### config.mk
export PLATFORM = sky130hd
export DESIGN_NAME = sad_top
export DESIGN_NICKNAME = d
export VERILOG_FILES = /design/src/logic/sad_pkg.sv /design/src/logic/sad_stream_if.sv /design/src/logic/sad_fifo.sv /design/src/logic/sad_top.sv
export SDC_FILE = /design/constraint.sdc
export NUM_CORES = 2
export LEC_CHECK = 0
export BUFFER_PORTS_ARGS = -buffer_cell sky130_fd_sc_hd__buf_2
export CAP_MARGIN = 20
export CORE_MARGIN = 1
export CORE_UTILIZATION = 29
export CTS_CLUSTER_DIAMETER = 80
export CTS_CLUSTER_SIZE = 24
export DETAILED_ROUTE_END_ITERATION = 8
export GPL_TIMING_DRIVEN = 0
export PLACE_DENSITY = 0.43
export SYNTH_ARGS = -nofsm -noshare
export SYNTH_HDL_FRONTEND = slang
export SYNTH_SLANG_ARGS = --single-unit
### constraint.sdc
create_clock -name sys_clk -period 9.6 [get_ports sys_clk]
set_input_delay 0.48 -clock sys_clk [delete_from_list [all_inputs] [get_ports sys_clk]]
set_output_delay 0.48 -clock sys_clk [all_outputs]
set_load 0.01 [all_outputs]
### src/logic/sad_pkg.sv
// Constants, register map and state codes of the scan sequencer
package sad_pkg;
    localparam int NCH = 16;
    localparam int RAW_W = 12;
    localparam int RES_W = 16;
    localparam int CH_W = 4;
    localparam int FIFO_W = 2 + CH_W + RAW_W;
    localparam int FIFO_D = 4;

    localparam logic [9:0] OFF_RES_BASE = 10'h000;
    localparam logic [9:0] OFF_CTRL = 10'h100;
    localparam logic [9:0] OFF_CHCFG = 10'h104;
    localparam logic [9:0] OFF_AVGEN = 10'h108;
    localparam logic [9:0] OFF_LIMCFG = 10'h10C;
    localparam logic [9:0] OFF_LIMIT = 10'h110;
    localparam logic [9:0] OFF_SATEN = 10'h114;
    localparam logic [9:0] OFF_EVT = 10'h120;
    localparam logic [9:0] OFF_EVT_MASK = 10'h124;
    localparam logic [9:0] OFF_EVT_MASKED = 10'h128;
    localparam logic [9:0] OFF_SAT = 10'h12C;
    localparam logic [9:0] OFF_SAT_MASK = 10'h130;
    localparam logic [9:0] OFF_SAT_MASKED = 10'h134;
    localparam logic [9:0] OFF_RNG = 10'h138;
    localparam logic [9:0] OFF_RNG_MASK = 10'h13C;
    localparam logic [9:0] OFF_RNG_MASKED = 10'h140;
    localparam logic [9:0] OFF_STATUS = 10'h144;

    localparam int CTRL_START = 0;
    localparam int CTRL_CONT = 1;
    localparam int CTRL_RES = 2;
    localparam int CTRL_SGN_SE = 4;
    localparam int CTRL_SGN_DIFF = 5;
    localparam int CTRL_IL = 6;
    localparam int CTRL_FILT = 7;
    localparam int CTRL_AVG = 8;
    localparam logic [31:0] CTRL_WMASK = 32'h0000_07FE;
    localparam int CHCFG_DIFF = 16;
    localparam int LIM_MODE = 16;

    localparam int EVT_EOS = 0;
    localparam int EVT_OVF = 1;

    localparam int ST_UPD = 31;
    localparam int ST_RNG = 30;
    localparam int ST_SAT = 29;
    localparam int ST_NEW = 27;

    localparam logic [31:0] CTRL_RST = 32'h0000_0000;
    localparam logic [31:0] EVT_MASK_RST = 32'h0000_0003;
    localparam logic [31:0] CFG_RST = 32'h0000_0000;
    localparam logic [2:0] AVG_LOG_MAX = 3'h4;

    typedef enum logic [4:0] {
        S_IDLE = 5'h01,
        S_SEL = 5'h02,
        S_CONV = 5'h04,
        S_DRAIN = 5'h08,
        S_COPY = 5'h10
    } sad_state_t;
endpackage : sad_pkg

### src/logic/sad_stream_if.sv
// Valid/ready stream between the sequencer and its sample buffer
`timescale 1ns/10ps
interface sad_stream_if #(parameter int W = 18) ();
    logic [W-1:0] data;
    logic valid;
    logic ready;
    modport src (output data, output valid, input ready);
    modport snk (input data, input valid, output ready);
endinterface : sad_stream_if

### src/logic/sad_fifo.sv
// Sample buffer between converter core and post-processing
`timescale 1ns/10ps
module sad_fifo #(
    parameter int W = 18,
    parameter int D = 4
) (
    input wire logic sys_clk,
    input wire logic rst_b,
    sad_stream_if.snk wr_s,
    sad_stream_if.src rd_s
);
    localparam int PW = $clog2(D);
    localparam int CW = $clog2(D + 1);
    localparam logic [CW-1:0] FULL_CNT = CW'(D);
    localparam logic [PW-1:0] LAST_PTR = PW'(D - 1);

    logic [W-1:0] mem_r [D];
    logic [PW-1:0] wp_r;
    logic [PW-1:0] rp_r;
    logic [CW-1:0] cnt_r;
    wire push = wr_s.valid && wr_s.ready;
    wire pop = rd_s.valid && rd_s.ready;

    assign wr_s.ready = cnt_r != FULL_CNT;
    assign rd_s.valid = cnt_r != '0;
    assign rd_s.data = mem_r[rp_r];

    always_ff @(posedge sys_clk) begin
        if (push) begin
            mem_r[wp_r] <= wr_s.data;
        end
    end

    always_ff @(posedge sys_clk) begin
        if (!rst_b) begin
            wp_r <= '0;
            rp_r <= '0;
            cnt_r <= '0;
        end else begin
            if (push) begin
                wp_r <= (wp_r == LAST_PTR) ? '0 : PW'(wp_r + 1'b1);
            end
            if (pop) begin
                rp_r <= (rp_r == LAST_PTR) ? '0 : PW'(rp_r + 1'b1);
            end
            cnt_r <= CW'(cnt_r + CW'(push) - CW'(pop));
        end
    end
endmodule : sad_fifo

### src/logic/sad_top.sv
// Scan sequencer with averaging, result words and event flags
`timescale 1ns/10ps
// Overview of operation
// - Convert each enabled channel in turn, steering selector and core, then average.
// - Core delivers at most 12 bits; narrower resolutions use the low bits.
// - Each channel keeps its own 16-bit result, room for averaged sums.
// - Completed scan sets end-of-scan; it reaches the interrupt only when masked in.
// - All channels interleaved: end-of-scan only after the averaging count of scans.
// - Limit-enabled channels compare against high/low limits and raise a limit event.
// - Saturation-enabled channels raise an event when a raw sample hits a rail code.
// - Overflow and saturation flags are kept and can each feed the interrupt.
// - Result word is 32 bits: 16-bit result plus 4 status bits.
// - Channel X result word sits at base plus X times four, from zero.
// - Bus takes whole words only; an end-of-conversion pulse requests DMA.
// - Filter channel sampling starts only in the filter's first phase.
// - Filter channel: buffered ground on positive input, filter output on negative.
// - Filter channel is formatted with the differential encoding.
// - Lowest input voltage always gives the lowest code.
// - Interrupt is any flag ANDed with its mask; masked values are readable.
// - Writing one to a flag clears it; a same-cycle set still wins.
// - New end-of-scan while the old one is still set raises overflow.
module sad_top (
    input wire logic sys_clk,
    input wire logic rst_b,
    input wire logic [9:0] reg_addr,
    input wire logic [3:0] reg_be,
    input wire logic reg_wr,
    input wire logic reg_rd,
    input wire logic [31:0] reg_wdata,
    output logic [31:0] reg_rdata,
    output logic reg_rvalid,
    output logic reg_err,
    output logic conv_start,
    output logic [1:0] conv_res,
    output logic conv_diff,
    output logic [3:0] mux_chan,
    output logic mux_pos_agnd,
    output logic mux_neg_filter,
    input wire logic conv_done,
    input wire logic [11:0] conv_data,
    input wire logic filt_phase1,
    output logic irq,
    output logic eoc,
    output logic busy
);
    localparam int N = sad_pkg::NCH;

    sad_pkg::sad_state_t st_r;
    sad_pkg::sad_state_t st_nxt;
    logic [31:0] ctrl_r;
    logic [31:0] chcfg_r;
    logic [15:0] aven_r;
    logic [31:0] limcfg_r;
    logic [31:0] limit_r;
    logic [15:0] saten_r;
    logic [1:0] evt_r;
    logic [1:0] evt_mask_r;
    logic [15:0] sat_r;
    logic [15:0] sat_mask_r;
    logic [15:0] rng_r;
    logic [15:0] rng_mask_r;
    logic [3:0] cur_r;
    logic [4:0] samp_r;
    logic [4:0] scan_r;
    logic [15:0] acc_r [N];
    logic [15:0] work_r [N];
    logic [N-1:0] wk_new_r;
    logic [N-1:0] wk_upd_r;
    logic [N-1:0] wk_sat_r;
    logic [N-1:0] wk_rng_r;
    logic [31:0] res_r [N];

    function automatic logic [4:0] find_en(input logic [15:0] m, input logic [4:0] from);
        logic [4:0] r;
        r = 5'h00;
        for (int i = N - 1; i >= 0; i--) begin
            if (m[i] && (5'(i) >= from)) begin
                r = {1'b1, 4'(i)};
            end
        end
        return r;
    endfunction : find_en

    function automatic logic [11:0] res_mask(input logic [1:0] res);
        return (res == 2'h1) ? 12'h3FF : (res == 2'h2) ? 12'h0FF : 12'hFFF;
    endfunction : res_mask

    function automatic logic [15:0] fmt_raw(input logic [11:0] raw, input logic [1:0] res, input logic sgn);
        logic [11:0] m;
        logic [15:0] v;
        m = raw & res_mask(res);
        v = {4'h0, m};
        // Offset binary to two's complement keeps code order monotonic
        if (sgn) begin
            if (res == 2'h1) begin
                v = {{7{~m[9]}}, m[8:0]};
            end else if (res == 2'h2) begin
                v = {{9{~m[7]}}, m[6:0]};
            end else begin
                v = {{5{~m[11]}}, m[10:0]};
            end
        end
        return v;
    endfunction : fmt_raw

    function automatic logic is_diff(input logic [31:0] cfg, input logic [31:0] ctl, input logic [3:0] ch);
        return cfg[sad_pkg::CHCFG_DIFF + 32'(ch)] || (ctl[sad_pkg::CTRL_FILT] && ch == 4'h0);
    endfunction : is_diff

    // Register bus decode
    wire word_ok = reg_be == 4'hF;
    wire wr_ok = reg_wr && word_ok;
    wire is_res = reg_addr[9:6] == 4'h0;
    wire hit_ctrl = reg_addr == sad_pkg::OFF_CTRL;
    wire hit_chcfg = reg_addr == sad_pkg::OFF_CHCFG;
    wire hit_aven = reg_addr == sad_pkg::OFF_AVGEN;
    wire hit_limcfg = reg_addr == sad_pkg::OFF_LIMCFG;
    wire hit_limit = reg_addr == sad_pkg::OFF_LIMIT;
    wire hit_saten = reg_addr == sad_pkg::OFF_SATEN;
    wire hit_evt = reg_addr == sad_pkg::OFF_EVT;
    wire hit_evtm = reg_addr == sad_pkg::OFF_EVT_MASK;
    wire hit_evtd = reg_addr == sad_pkg::OFF_EVT_MASKED;
    wire hit_sat = reg_addr == sad_pkg::OFF_SAT;
    wire hit_satm = reg_addr == sad_pkg::OFF_SAT_MASK;
    wire hit_satd = reg_addr == sad_pkg::OFF_SAT_MASKED;
    wire hit_rng = reg_addr == sad_pkg::OFF_RNG;
    wire hit_rngm = reg_addr == sad_pkg::OFF_RNG_MASK;
    wire hit_rngd = reg_addr == sad_pkg::OFF_RNG_MASKED;
    wire hit_stat = reg_addr == sad_pkg::OFF_STATUS;
    wire mapped = (is_res && reg_addr[1:0] == 2'h0) || hit_ctrl || hit_chcfg || hit_aven || hit_limcfg
        || hit_limit || hit_saten || hit_evt || hit_evtm || hit_evtd || hit_sat || hit_satm || hit_satd
        || hit_rng || hit_rngm || hit_rngd || hit_stat;

    // Control fields
    wire [1:0] res_sel = ctrl_r[sad_pkg::CTRL_RES +: 2];
    wire interleave = ctrl_r[sad_pkg::CTRL_IL];
    wire filt_en = ctrl_r[sad_pkg::CTRL_FILT];
    wire [2:0] avg_raw = ctrl_r[sad_pkg::CTRL_AVG +: 3];
    wire [2:0] avg_lg = (avg_raw > sad_pkg::AVG_LOG_MAX) ? sad_pkg::AVG_LOG_MAX : avg_raw;
    wire [4:0] avg_m1 = 5'((6'h01 << avg_lg) - 6'h01);
    wire [15:0] chen = chcfg_r[15:0];
    wire start_p = wr_ok && hit_ctrl && reg_wdata[sad_pkg::CTRL_START];

    // Sequencer
    wire [4:0] nx_first = find_en(chen, 5'h00);
    wire [4:0] nx_next = find_en(chen, 5'({1'b0, cur_r} + 5'h01));
    wire seq_avg = aven_r[cur_r] && !interleave;
    wire il_avg = aven_r[cur_r] && interleave;
    wire last_samp = !seq_avg || samp_r == avg_m1;
    wire s_first = seq_avg ? (samp_r == 5'h00) : il_avg ? (scan_r == 5'h00) : 1'b1;
    wire s_commit = seq_avg ? (samp_r == avg_m1) : il_avg ? (scan_r == avg_m1) : 1'b1;
    wire il_all = interleave && ((chen & ~aven_r) == 16'h0000);
    wire eos_due = !il_all || scan_r == avg_m1;
    wire filt_ch = filt_en && cur_r == 4'h0;
    // Filter output is only valid in its first phase
    wire phase_ok = !filt_ch || filt_phase1;

    sad_stream_if #(.W(sad_pkg::FIFO_W)) in_s ();
    sad_stream_if #(.W(sad_pkg::FIFO_W)) out_s ();

    // One conversion in flight, so room at start means room at done
    wire go_conv = st_r == sad_pkg::S_SEL && in_s.ready && phase_ok;
    assign in_s.valid = st_r == sad_pkg::S_CONV && conv_done;
    assign in_s.data = {s_commit, s_first, cur_r, conv_data};

    sad_fifo #(.W(sad_pkg::FIFO_W), .D(sad_pkg::FIFO_D)) u_fifo (
        .sys_clk(sys_clk),
        .rst_b(rst_b),
        .wr_s(in_s),
        .rd_s(out_s)
    );

    always_comb begin
        st_nxt = st_r;
        unique case (st_r)
            sad_pkg::S_IDLE: begin
                if (start_p && nx_first[4]) begin
                    st_nxt = sad_pkg::S_SEL;
                end
            end
            sad_pkg::S_SEL: begin
                if (go_conv) begin
                    st_nxt = sad_pkg::S_CONV;
                end
            end
            sad_pkg::S_CONV: begin
                if (conv_done) begin
                    st_nxt = (!last_samp || nx_next[4]) ? sad_pkg::S_SEL : sad_pkg::S_DRAIN;
                end
            end
            sad_pkg::S_DRAIN: begin
                if (!out_s.valid) begin
                    st_nxt = sad_pkg::S_COPY;
                end
            end
            sad_pkg::S_COPY: begin
                st_nxt = (ctrl_r[sad_pkg::CTRL_CONT] && nx_first[4]) ? sad_pkg::S_SEL : sad_pkg::S_IDLE;
            end
            default: st_nxt = sad_pkg::S_IDLE;
        endcase
    end

    wire copy = st_r == sad_pkg::S_COPY;

    // Post-processing, stalled while results are being copied
    assign out_s.ready = !copy;
    wire pop = out_s.valid && out_s.ready;
    wire p_commit = out_s.data[17];
    wire p_first = out_s.data[16];
    wire [3:0] p_ch = out_s.data[15:12];
    wire [11:0] p_raw = out_s.data[11:0];
    wire p_sgn = is_diff(chcfg_r, ctrl_r, p_ch) ? ctrl_r[sad_pkg::CTRL_SGN_DIFF] : ctrl_r[sad_pkg::CTRL_SGN_SE];
    wire [15:0] p_fmt = fmt_raw(p_raw, res_sel, p_sgn);
    wire [15:0] acc_nxt = p_first ? p_fmt : 16'(acc_r[p_ch] + p_fmt);
    wire [11:0] p_m = p_raw & res_mask(res_sel);
    wire p_sat = p_m == 12'h000 || p_m == res_mask(res_sel);
    wire [15:0] lim_lo = limit_r[15:0];
    wire [15:0] lim_hi = limit_r[31:16];
    wire below = p_sgn ? ($signed(acc_nxt) < $signed(lim_lo)) : (acc_nxt < lim_lo);
    wire above = p_sgn ? ($signed(acc_nxt) >= $signed(lim_hi)) : (acc_nxt >= lim_hi);
    wire [1:0] cmp_mode = limcfg_r[sad_pkg::LIM_MODE +: 2];
    wire lim_hit = (cmp_mode == 2'h0) ? below : (cmp_mode == 2'h1) ? (!below && !above)
        : (cmp_mode == 2'h2) ? above : (below || above);
    wire [15:0] ch_oh = 16'h0001 << p_ch;
    wire [15:0] sat_set = (pop && p_sat) ? (ch_oh & saten_r) : 16'h0000;
    wire [15:0] rng_set = (pop && p_commit && lim_hit) ? (ch_oh & limcfg_r[15:0]) : 16'h0000;

    // Event flags; a set in the clearing cycle survives
    wire eos_set = copy && eos_due;
    wire ovf_set = eos_set && evt_r[sad_pkg::EVT_EOS];
    wire [1:0] evt_clr = (wr_ok && hit_evt) ? reg_wdata[1:0] : 2'h0;
    wire [15:0] sat_clr = (wr_ok && hit_sat) ? reg_wdata[15:0] : 16'h0000;
    wire [15:0] rng_clr = (wr_ok && hit_rng) ? reg_wdata[15:0] : 16'h0000;
    wire [1:0] evt_nxt = (evt_r & ~evt_clr) | {ovf_set, eos_set};
    wire [15:0] sat_nxt = (sat_r & ~sat_clr) | sat_set;
    wire [15:0] rng_nxt = (rng_r & ~rng_clr) | rng_set;
    wire [1:0] evt_md = evt_r & evt_mask_r;
    wire [15:0] sat_md = sat_r & sat_mask_r;
    wire [15:0] rng_md = rng_r & rng_mask_r;
    wire irq_nxt = (|evt_md) || (|sat_md) || (|rng_md);

    wire [31:0] stat_word = {18'h0, scan_r, cur_r, st_r};
    wire [31:0] rd_word = is_res ? res_r[reg_addr[5:2]]
        : hit_ctrl ? ctrl_r : hit_chcfg ? chcfg_r : hit_aven ? {16'h0, aven_r}
        : hit_limcfg ? limcfg_r : hit_limit ? limit_r : hit_saten ? {16'h0, saten_r}
        : hit_evt ? {30'h0, evt_r} : hit_evtm ? {30'h0, evt_mask_r} : hit_evtd ? {30'h0, evt_md}
        : hit_sat ? {16'h0, sat_r} : hit_satm ? {16'h0, sat_mask_r} : hit_satd ? {16'h0, sat_md}
        : hit_rng ? {16'h0, rng_r} : hit_rngm ? {16'h0, rng_mask_r} : hit_rngd ? {16'h0, rng_md}
        : hit_stat ? stat_word : 32'h0000_0000;

    always_ff @(posedge sys_clk) begin
        if (!rst_b) begin
            ctrl_r <= sad_pkg::CTRL_RST;
            chcfg_r <= sad_pkg::CFG_RST;
            aven_r <= '0;
            limcfg_r <= sad_pkg::CFG_RST;
            limit_r <= sad_pkg::CFG_RST;
            saten_r <= '0;
            evt_mask_r <= sad_pkg::EVT_MASK_RST[1:0];
            sat_mask_r <= '0;
            rng_mask_r <= '0;
        end else if (wr_ok) begin
            if (hit_ctrl) ctrl_r <= reg_wdata & sad_pkg::CTRL_WMASK;
            if (hit_chcfg) chcfg_r <= reg_wdata;
            if (hit_aven) aven_r <= reg_wdata[15:0];
            if (hit_limcfg) limcfg_r <= reg_wdata;
            if (hit_limit) limit_r <= reg_wdata;
            if (hit_saten) saten_r <= reg_wdata[15:0];
            if (hit_evtm) evt_mask_r <= reg_wdata[1:0];
            if (hit_satm) sat_mask_r <= reg_wdata[15:0];
            if (hit_rngm) rng_mask_r <= reg_wdata[15:0];
        end
    end

    always_ff @(posedge sys_clk) begin
        if (!rst_b) begin
            reg_rdata <= '0;
            reg_rvalid <= 1'b0;
            reg_err <= 1'b0;
        end else begin
            reg_rdata <= (reg_rd && word_ok && mapped) ? rd_word : 32'h0000_0000;
            reg_rvalid <= reg_rd;
            reg_err <= (reg_rd || reg_wr) && !(word_ok && mapped);
        end
    end

    always_ff @(posedge sys_clk) begin
        if (!rst_b) begin
            evt_r <= '0;
            sat_r <= '0;
            rng_r <= '0;
            irq <= 1'b0;
            eoc <= 1'b0;
        end else begin
            evt_r <= evt_nxt;
            sat_r <= sat_nxt;
            rng_r <= rng_nxt;
            irq <= irq_nxt;
            eoc <= copy;
        end
    end

    always_ff @(posedge sys_clk) begin
        if (!rst_b) begin
            st_r <= sad_pkg::S_IDLE;
            cur_r <= '0;
            samp_r <= '0;
            scan_r <= '0;
            busy <= 1'b0;
        end else begin
            st_r <= st_nxt;
            busy <= st_nxt != sad_pkg::S_IDLE;
            if ((st_r == sad_pkg::S_IDLE && start_p) || copy) begin
                cur_r <= nx_first[3:0];
                samp_r <= '0;
            end else if (st_r == sad_pkg::S_CONV && conv_done) begin
                samp_r <= last_samp ? 5'h00 : 5'(samp_r + 5'h01);
                if (last_samp && nx_next[4]) cur_r <= nx_next[3:0];
            end
            if (st_r == sad_pkg::S_IDLE && start_p) begin
                scan_r <= '0;
            end else if (copy) begin
                scan_r <= (!interleave || scan_r == avg_m1) ? 5'h00 : 5'(scan_r + 5'h01);
            end
        end
    end

    // Converter and selector steering
    always_ff @(posedge sys_clk) begin
        if (!rst_b) begin
            conv_start <= 1'b0;
            conv_res <= '0;
            conv_diff <= 1'b0;
            mux_chan <= '0;
            mux_pos_agnd <= 1'b0;
            mux_neg_filter <= 1'b0;
        end else begin
            conv_start <= go_conv;
            conv_res <= res_sel;
            conv_diff <= is_diff(chcfg_r, ctrl_r, cur_r);
            mux_chan <= cur_r;
            mux_pos_agnd <= filt_ch;
            mux_neg_filter <= filt_ch;
        end
    end

    always_ff @(posedge sys_clk) begin
        if (!rst_b) begin
            for (int c = 0; c < N; c++) begin
                acc_r[c] <= '0;
                work_r[c] <= '0;
                res_r[c] <= '0;
            end
            wk_new_r <= '0;
            wk_upd_r <= '0;
            wk_sat_r <= '0;
            wk_rng_r <= '0;
        end else if (copy) begin
            // Results appear only once the whole scan is done
            for (int c = 0; c < N; c++) begin
                res_r[c] <= {wk_upd_r[c], wk_rng_r[c], wk_sat_r[c], 1'b0, wk_new_r[c], 11'h000,
                    wk_upd_r[c] ? work_r[c] : res_r[c][15:0]};
            end
            wk_new_r <= '0;
            wk_upd_r <= '0;
            wk_sat_r <= '0;
            wk_rng_r <= '0;
        end else if (pop) begin
            acc_r[p_ch] <= acc_nxt;
            if (p_commit) work_r[p_ch] <= acc_nxt;
            wk_new_r <= wk_new_r | ch_oh;
            wk_upd_r <= wk_upd_r | (p_commit ? ch_oh : 16'h0000);
            wk_sat_r <= wk_sat_r | (p_sat ? ch_oh : 16'h0000);
            wk_rng_r <= wk_rng_r | rng_set;
        end
    end
endmodule : sad_top

Word-level counts from Yosys, hierarchy flattened
Memory sizes are Yosys's and may differ from the RTL's. A register that Yosys moved wholly into a read port is not among the register bits.
Index checks and enable logic that the tools add are counted.
{"block": "totals", "rom_bits": 0, "in_bits": 64, "word_cells": 477, "ramBits": 904, "memories": 4, "regBits": 342, "latchBits": 0}
{"memory": "res_r", "depth": 16, "width": 20, "read_ports": 1, "rd_ports_with_merged_regs": 0, "wr": 16, "line": "sad_top.sv:71", "rtl": "logic [31:0] res_r [N];"}
{"memory": "acc_r", "depth": 16, "width": 16, "read_ports": 1, "rd_ports_with_merged_regs": 0, "wr": 16, "line": "sad_top.sv:65", "rtl": "logic [15:0] acc_r [N];"}
{"memory": "work_r", "depth": 16, "width": 16, "read_ports": 16, "rd_ports_with_merged_regs": 0, "wr": 16, "line": "sad_top.sv:66", "rtl": "logic [15:0] work_r [N];"}
{"memory": "u_fifo.mem_r", "depth": 4, "width": 18, "read_ports": 1, "rd_ports_with_merged_regs": 1, "wr": 1, "line": "sad_fifo.sv:17", "rtl": "logic [W-1:0] mem_r [D];"}
{"block": "classes", "n_lt_le_gt_ge": 24, "div": 0, "muxes": 164, "shift": 2, "multipliers": 0, "n_bitwise": 57, "eq_ne": 49, "addsub": 11, "n_reduce_logical": 132}
{"cell": "$mux W16", "n": 54}
{"cell": "$mux W32", "n": 6}
{"cell": "$mux W5", "n": 38}
{"cell": "$eq A10 B9 Y1 const B", "n": 16}
{"cell": "$and A16 B16 Y16", "n": 7}
{"cell": "$or A16 B16 Y16", "n": 6}
{"cell": "$mux W4", "n": 22}
{"cell": "$reduce_or A16 Y1", "n": 4}
{"cell": "$reduce_and A2 Y1", "n": 27}
{"cell": "$not A16 Y16", "n": 3}
{"cell": "$logic_and A1 B1 Y1", "n": 47}
{"cell": "$ge A4 B5 Y1 const A", "n": 8}
{"cell": "$ge A16 B16 Y1", "n": 2}
{"cell": "$lt A16 B16 Y1", "n": 2}
{"cell": "$or A1 B1 Y1", "n": 32}
{"cell": "$mux W1", "n": 30}
{"cell": "$logic_or A1 B1 Y1", "n": 29}
{"cell": "$pmux W5 S5", "n": 1}
{"cell": "$mux W12", "n": 2}
{"cell": "$ge A3 B5 Y1 const A", "n": 4}
{"cell": "$add A16 B16 Y16", "n": 1}
{"cell": "$logic_not A16 Y1", "n": 1}
{"cell": "$ne A1 B1 Y1 const B", "n": 16}
{"cell": "$shl A1 B4 Y16 const A", "n": 1}
{"cell": "other kinds (43)", "n": 80}

Logic depth before layout (Yosys ltp)
{"block": "depth", "ltp_word": 24, "ltp_mapped": 35}

By module
From an unflattened synthesis, not the netlist that was laid out.
{"block": "unflattened", "hier_cells": 4574, "area_unflattened_um2": 53735.3}
{"mod": "sad_top", "n_inst": 1, "cells_each": 4428, "seq_area_each_um2": 30729.5, "area_per_inst_um2": 50652.3}
{"mod": "sad_fifo", "n_inst": 1, "cells_each": 146, "seq_area_each_um2": 2342.2, "area_per_inst_um2": 3083.0}

Least setup slack after synthesis
No wires, ideal clock.
{"block": "synth_path", "kind": "reg2reg", "startpoint": "register with a tool-made name", "endpoint": "register rng_r[7]", "arrival_ns": 7.859, "synth_period_minus_slack_ns": 7.946, "path_slack_ns": 1.654, "path_stages_with_launch": 34, "required_time_ns": 9.513, "cell_sequence": "dfxtp_1 buf_6 mux4_2 buf_4 buf_1 clkbuf_1 buf_1 mux4_2 nand2_1 a31oi_1 ha_1 inv_1 fa_1 nor2b_1 o21ai_0 a21boi_0 o21ai_0 a21boi_0 o21bai_1 nand4_1 a21o_1 a31oi_1 clkbuf_1 inv_1 ha_1 nand4_1 nor4b_1 a211oi_1 and4b_1 a311o_1 or4b_1 a31o_2 buf_6 o31ai_1"}
{"item": "end signal, assigned", "line": "sad_top.sv:297", "rtl": "rng_r <= rng_nxt;"}
{"item": "end, declared", "line": "sad_top.sv:60", "rtl": "logic [15:0] rng_r;"}

==> results.yml <==
synth:
  synth_cells: 4681
  synth-async-reset-ratio: 0
  yosys_warnings: 0
  synth_nets: 4811
  syn_area_per_cell_um2: 11.47
  synthFlopType: "edfxtp_1"
  synth_top_area_cell: "edfxtp_1"
  synth_cell_types: 75
  synth_seq_area_share: 0.6158
  synth.area.top_cells: "edfxtp_1, dfxtp_1, mux4_2"
  synth_top_area_frac: 0.4518
  synth_edf_count: 808
  synth_seq_cells: 1248
  netlist_area_um2: 53710
cts:
  clock-sinks: 1248
  insertion_delay_ns: 0.76
  cts_tree: "yes"
  clk_pin_slew_ns: 0.10
  post_cts_buffers: 0
  numCtsBuffers: 88
  ctsHtreeMaxLevel: 3
  cts_root_buffer: "clkbuf_16"
  clock_path_buffers: 3
setup_path:
  worstSetupPathType: "reg2reg"
  crit_path_end_kind: "flop"
  r2r_slack_ns: 0.44
  cpMaxStageDelayCell: "or4b_1"
  cpMostUsedCell: "clkbuf_2"
  start_kind: "flop"
  worstPathArrival_ns: 9.83
  required_ns: 10.27
  cp_max_fo: 10
  slowest_delay_ns: 0.51
place:
  place_inst: 7301
  routabilityCongestion: 0.9643
  place_area_um2: 58270
  portBuffers: 93
  dpl.hpwl_um: 159100
  place_ws_ns: -1.464
job:
  maxCapViolCount: 0
routing:
  vias: 38677
  drtAntennaViolNets: 0
  wl_per_cell_um: 28.26
  drt_iter0_drc: 4466
  drtPass1Iterations: 8
  viasPerCell: 5.158
  drc: 0
  wl_um: 212000
sta:
  relSlewSlack: 0.05981
  hold_viol: 0
  setup_viol: 0
  rsz0062_at_grt: "false"
  worstMarginPinSlew_ns: 1.410
  finClkSkew_ns: 0.06827
  fin_ws_ns: 0.4374
  min_period_ns: 9.163
  timing.hold.ws_ns: 0.06770
  final.period_utilization: 0.9544
  tns_ns: 0
  fmax_mhz: 109.1
  drv_slew: 0
final_layout:
  final_nets: 5088
  final_cells: 7499
  final_util: 0.3373
  drive_above_1_share: 0.1188
  area_growth_pct: 15.21
  finalInstanceArea_um2: 61880
power:
  cellPowerDensity_nw_per_um2: 172.5
  totalPowerFinal_mw: 10.67
  power_leakage_nw: 21.23
  ir_drop_v: 0.0001370
run_status:
  status: "finished clean"
worst_hold_path:
  hold_path.class: "in2reg"
floorplan:
  floorplan.initialDensity: 0.2927
  dieArea_um2: 186900
  ios: 111
  die_h_um: 432.4
  die_w_um: 432.4
  std_cell_rows: 157
  core_um2: 183500
global_routing:
  antenna_found_initial: 6
  grt_remaining_overflow: 0
  track_usage: 0.2240
  grt_max_degree: 43
  grt_pass1_vias: 37219
  grt_pass1_wl_um: 293200
## logic make-up (layout without fill, tap and decap cells)
logic type / Yosys count / count (layout) / synth area share
XOR/XNOR: 26 / 26 / 0.004240
adder cells (fa/ha/maj): 67 / 67 / 0.01584
AND/OR/NAND/NOR: 1829 / 1829 / 0.1520
other: 0 / 3 / 0
flip-flops: 1248 / 1248 / 0.6158
multiplexers: 230 / 230 / 0.08950
AO/OA/AOI/OAI: 785 / 785 / 0.08727
buffers and inverters: 496 / 847 / 0.03536
## flip-flops by register name (all words and copies together), names as in the netlist, 4 cells and up, named ones only
signal	flops
reg_rdata	32
sat_mask_r	16
saten_r	16
wk_new_r	16
cur_r	4
wk_sat_r	16
scan_r	5
limit_r	32
rng_r	16
wk_upd_r	16
chcfg_r	32
aven_r	16
sat_r	16
st_r	5
limcfg_r	32
wk_rng_r	16
res_r	320
acc_r	256
rng_mask_r	16
work_r	256
mux_chan	4
ctrl_r	10
samp_r	5
u_fifo.mem_r	72
## critical path: cells and delay by family, from the launching register on
| kind | cells | cell delay (ns) |
|---|---|---|
| flip-flops | 1 | 0.34 |
| adder cells (fa/ha/maj) | 3 | 0.93 |
| AND/OR/NAND/NOR | 5 | 1.00 |
| buffers and inverters | 8 | 2.63 |
| multiplexers | 3 | 1.15 |
| XOR/XNOR | 1 | 0.13 |
| AO/OA/AOI/OAI | 13 | 2.87 |
## worst paths after layout
kind / depth (start not counted) / to / startpoint
worst max-delay path: 33 / rng_r[11] / flop
worst min-delay path: 3 / chcfg_r[15] / reg_wdata[15]
worst max register to register: 33 / rng_r[11] / flop
worst min register to register: 2 / wk_rng_r[12] / wk_rng_r[12]
## routing by layer
| metal | track usage | routed length (um) | up-vias |
|---|---|---|---|
| li1 | - | - | 17274 |
| met1 | 0.3084 | 92100 | 19687 |
| met2 | 0.3502 | 96670 | 1426 |
| met3 | 0.03859 | 14330 | 284 |
| met4 | 0.08644 | 8805 | 6 |
| met5 | 0 | 46 | - |
## Yosys cell counts, drive strengths merged, types with 13 or more instances
cell,number
a221oi,20
xor2,14
a22oi,51
dfxtp,440
mux4,200
o21ai,221
a22o,13
mux2i,28
ha,64
nand3,79
nor3,40
a21oi,282
nand2b,20
a31oi,32
o22ai,43
inv,141
a222oi,20
nor2,618
a211oi,23
nand2,658
clkbuf,317
nor2b,28
edfxtp,808
buf,37
nand4,22
and2,259
and3,53
## layout make-up
cell class,count,area [um^2]
fillers,18573,121600
diodes,3,7.507
clock inverters,68,939.7
well taps,2464,3083
flip-flops and latches,1248,33070
inverters,142,533.0
multi-input cells,2937,18850
repair buffers,188,1702
clock buffers,96,2273
plain buffers,353,1420
## cell usage in the layout (no fill, tap or decap), drive strengths merged, types with 14 or more instances in the layout
cell type      n
nand3         79
nand4         22
clkbuf       418
xor2          14
a221oi        20
a31oi         32
nor3          40
a21oi        282
and2         259
mux2i         28
a211oi        23
a22oi         51
dlygate4sd3   29
and3          53
o22ai         43
ha            64
nor2         618
nor2b         28
nand2b        20
a222oi        20
edfxtp       808
buf          189
dfxtp        440
o21ai        221
nand2        658
inv          184
mux4         200
clkinv        19
## power by group
part	switching (mW)	internal [mW]
registers	0.0502	5.85
clock network	2.34	1.95
logic	0.325	0.164
total	2.72	7.96
## what timing repair did
| item | in CTS | in global routing |
|---|---|---|
| endpoints found under the setup margin | 32 | 32 |
| gates resized for setup | 20 | 35 |
| hold endpoints to repair | 93 | 0 |
| hold buffers | 29 | 0 |
No activity file was read; power rests on OpenSTA's default activity.
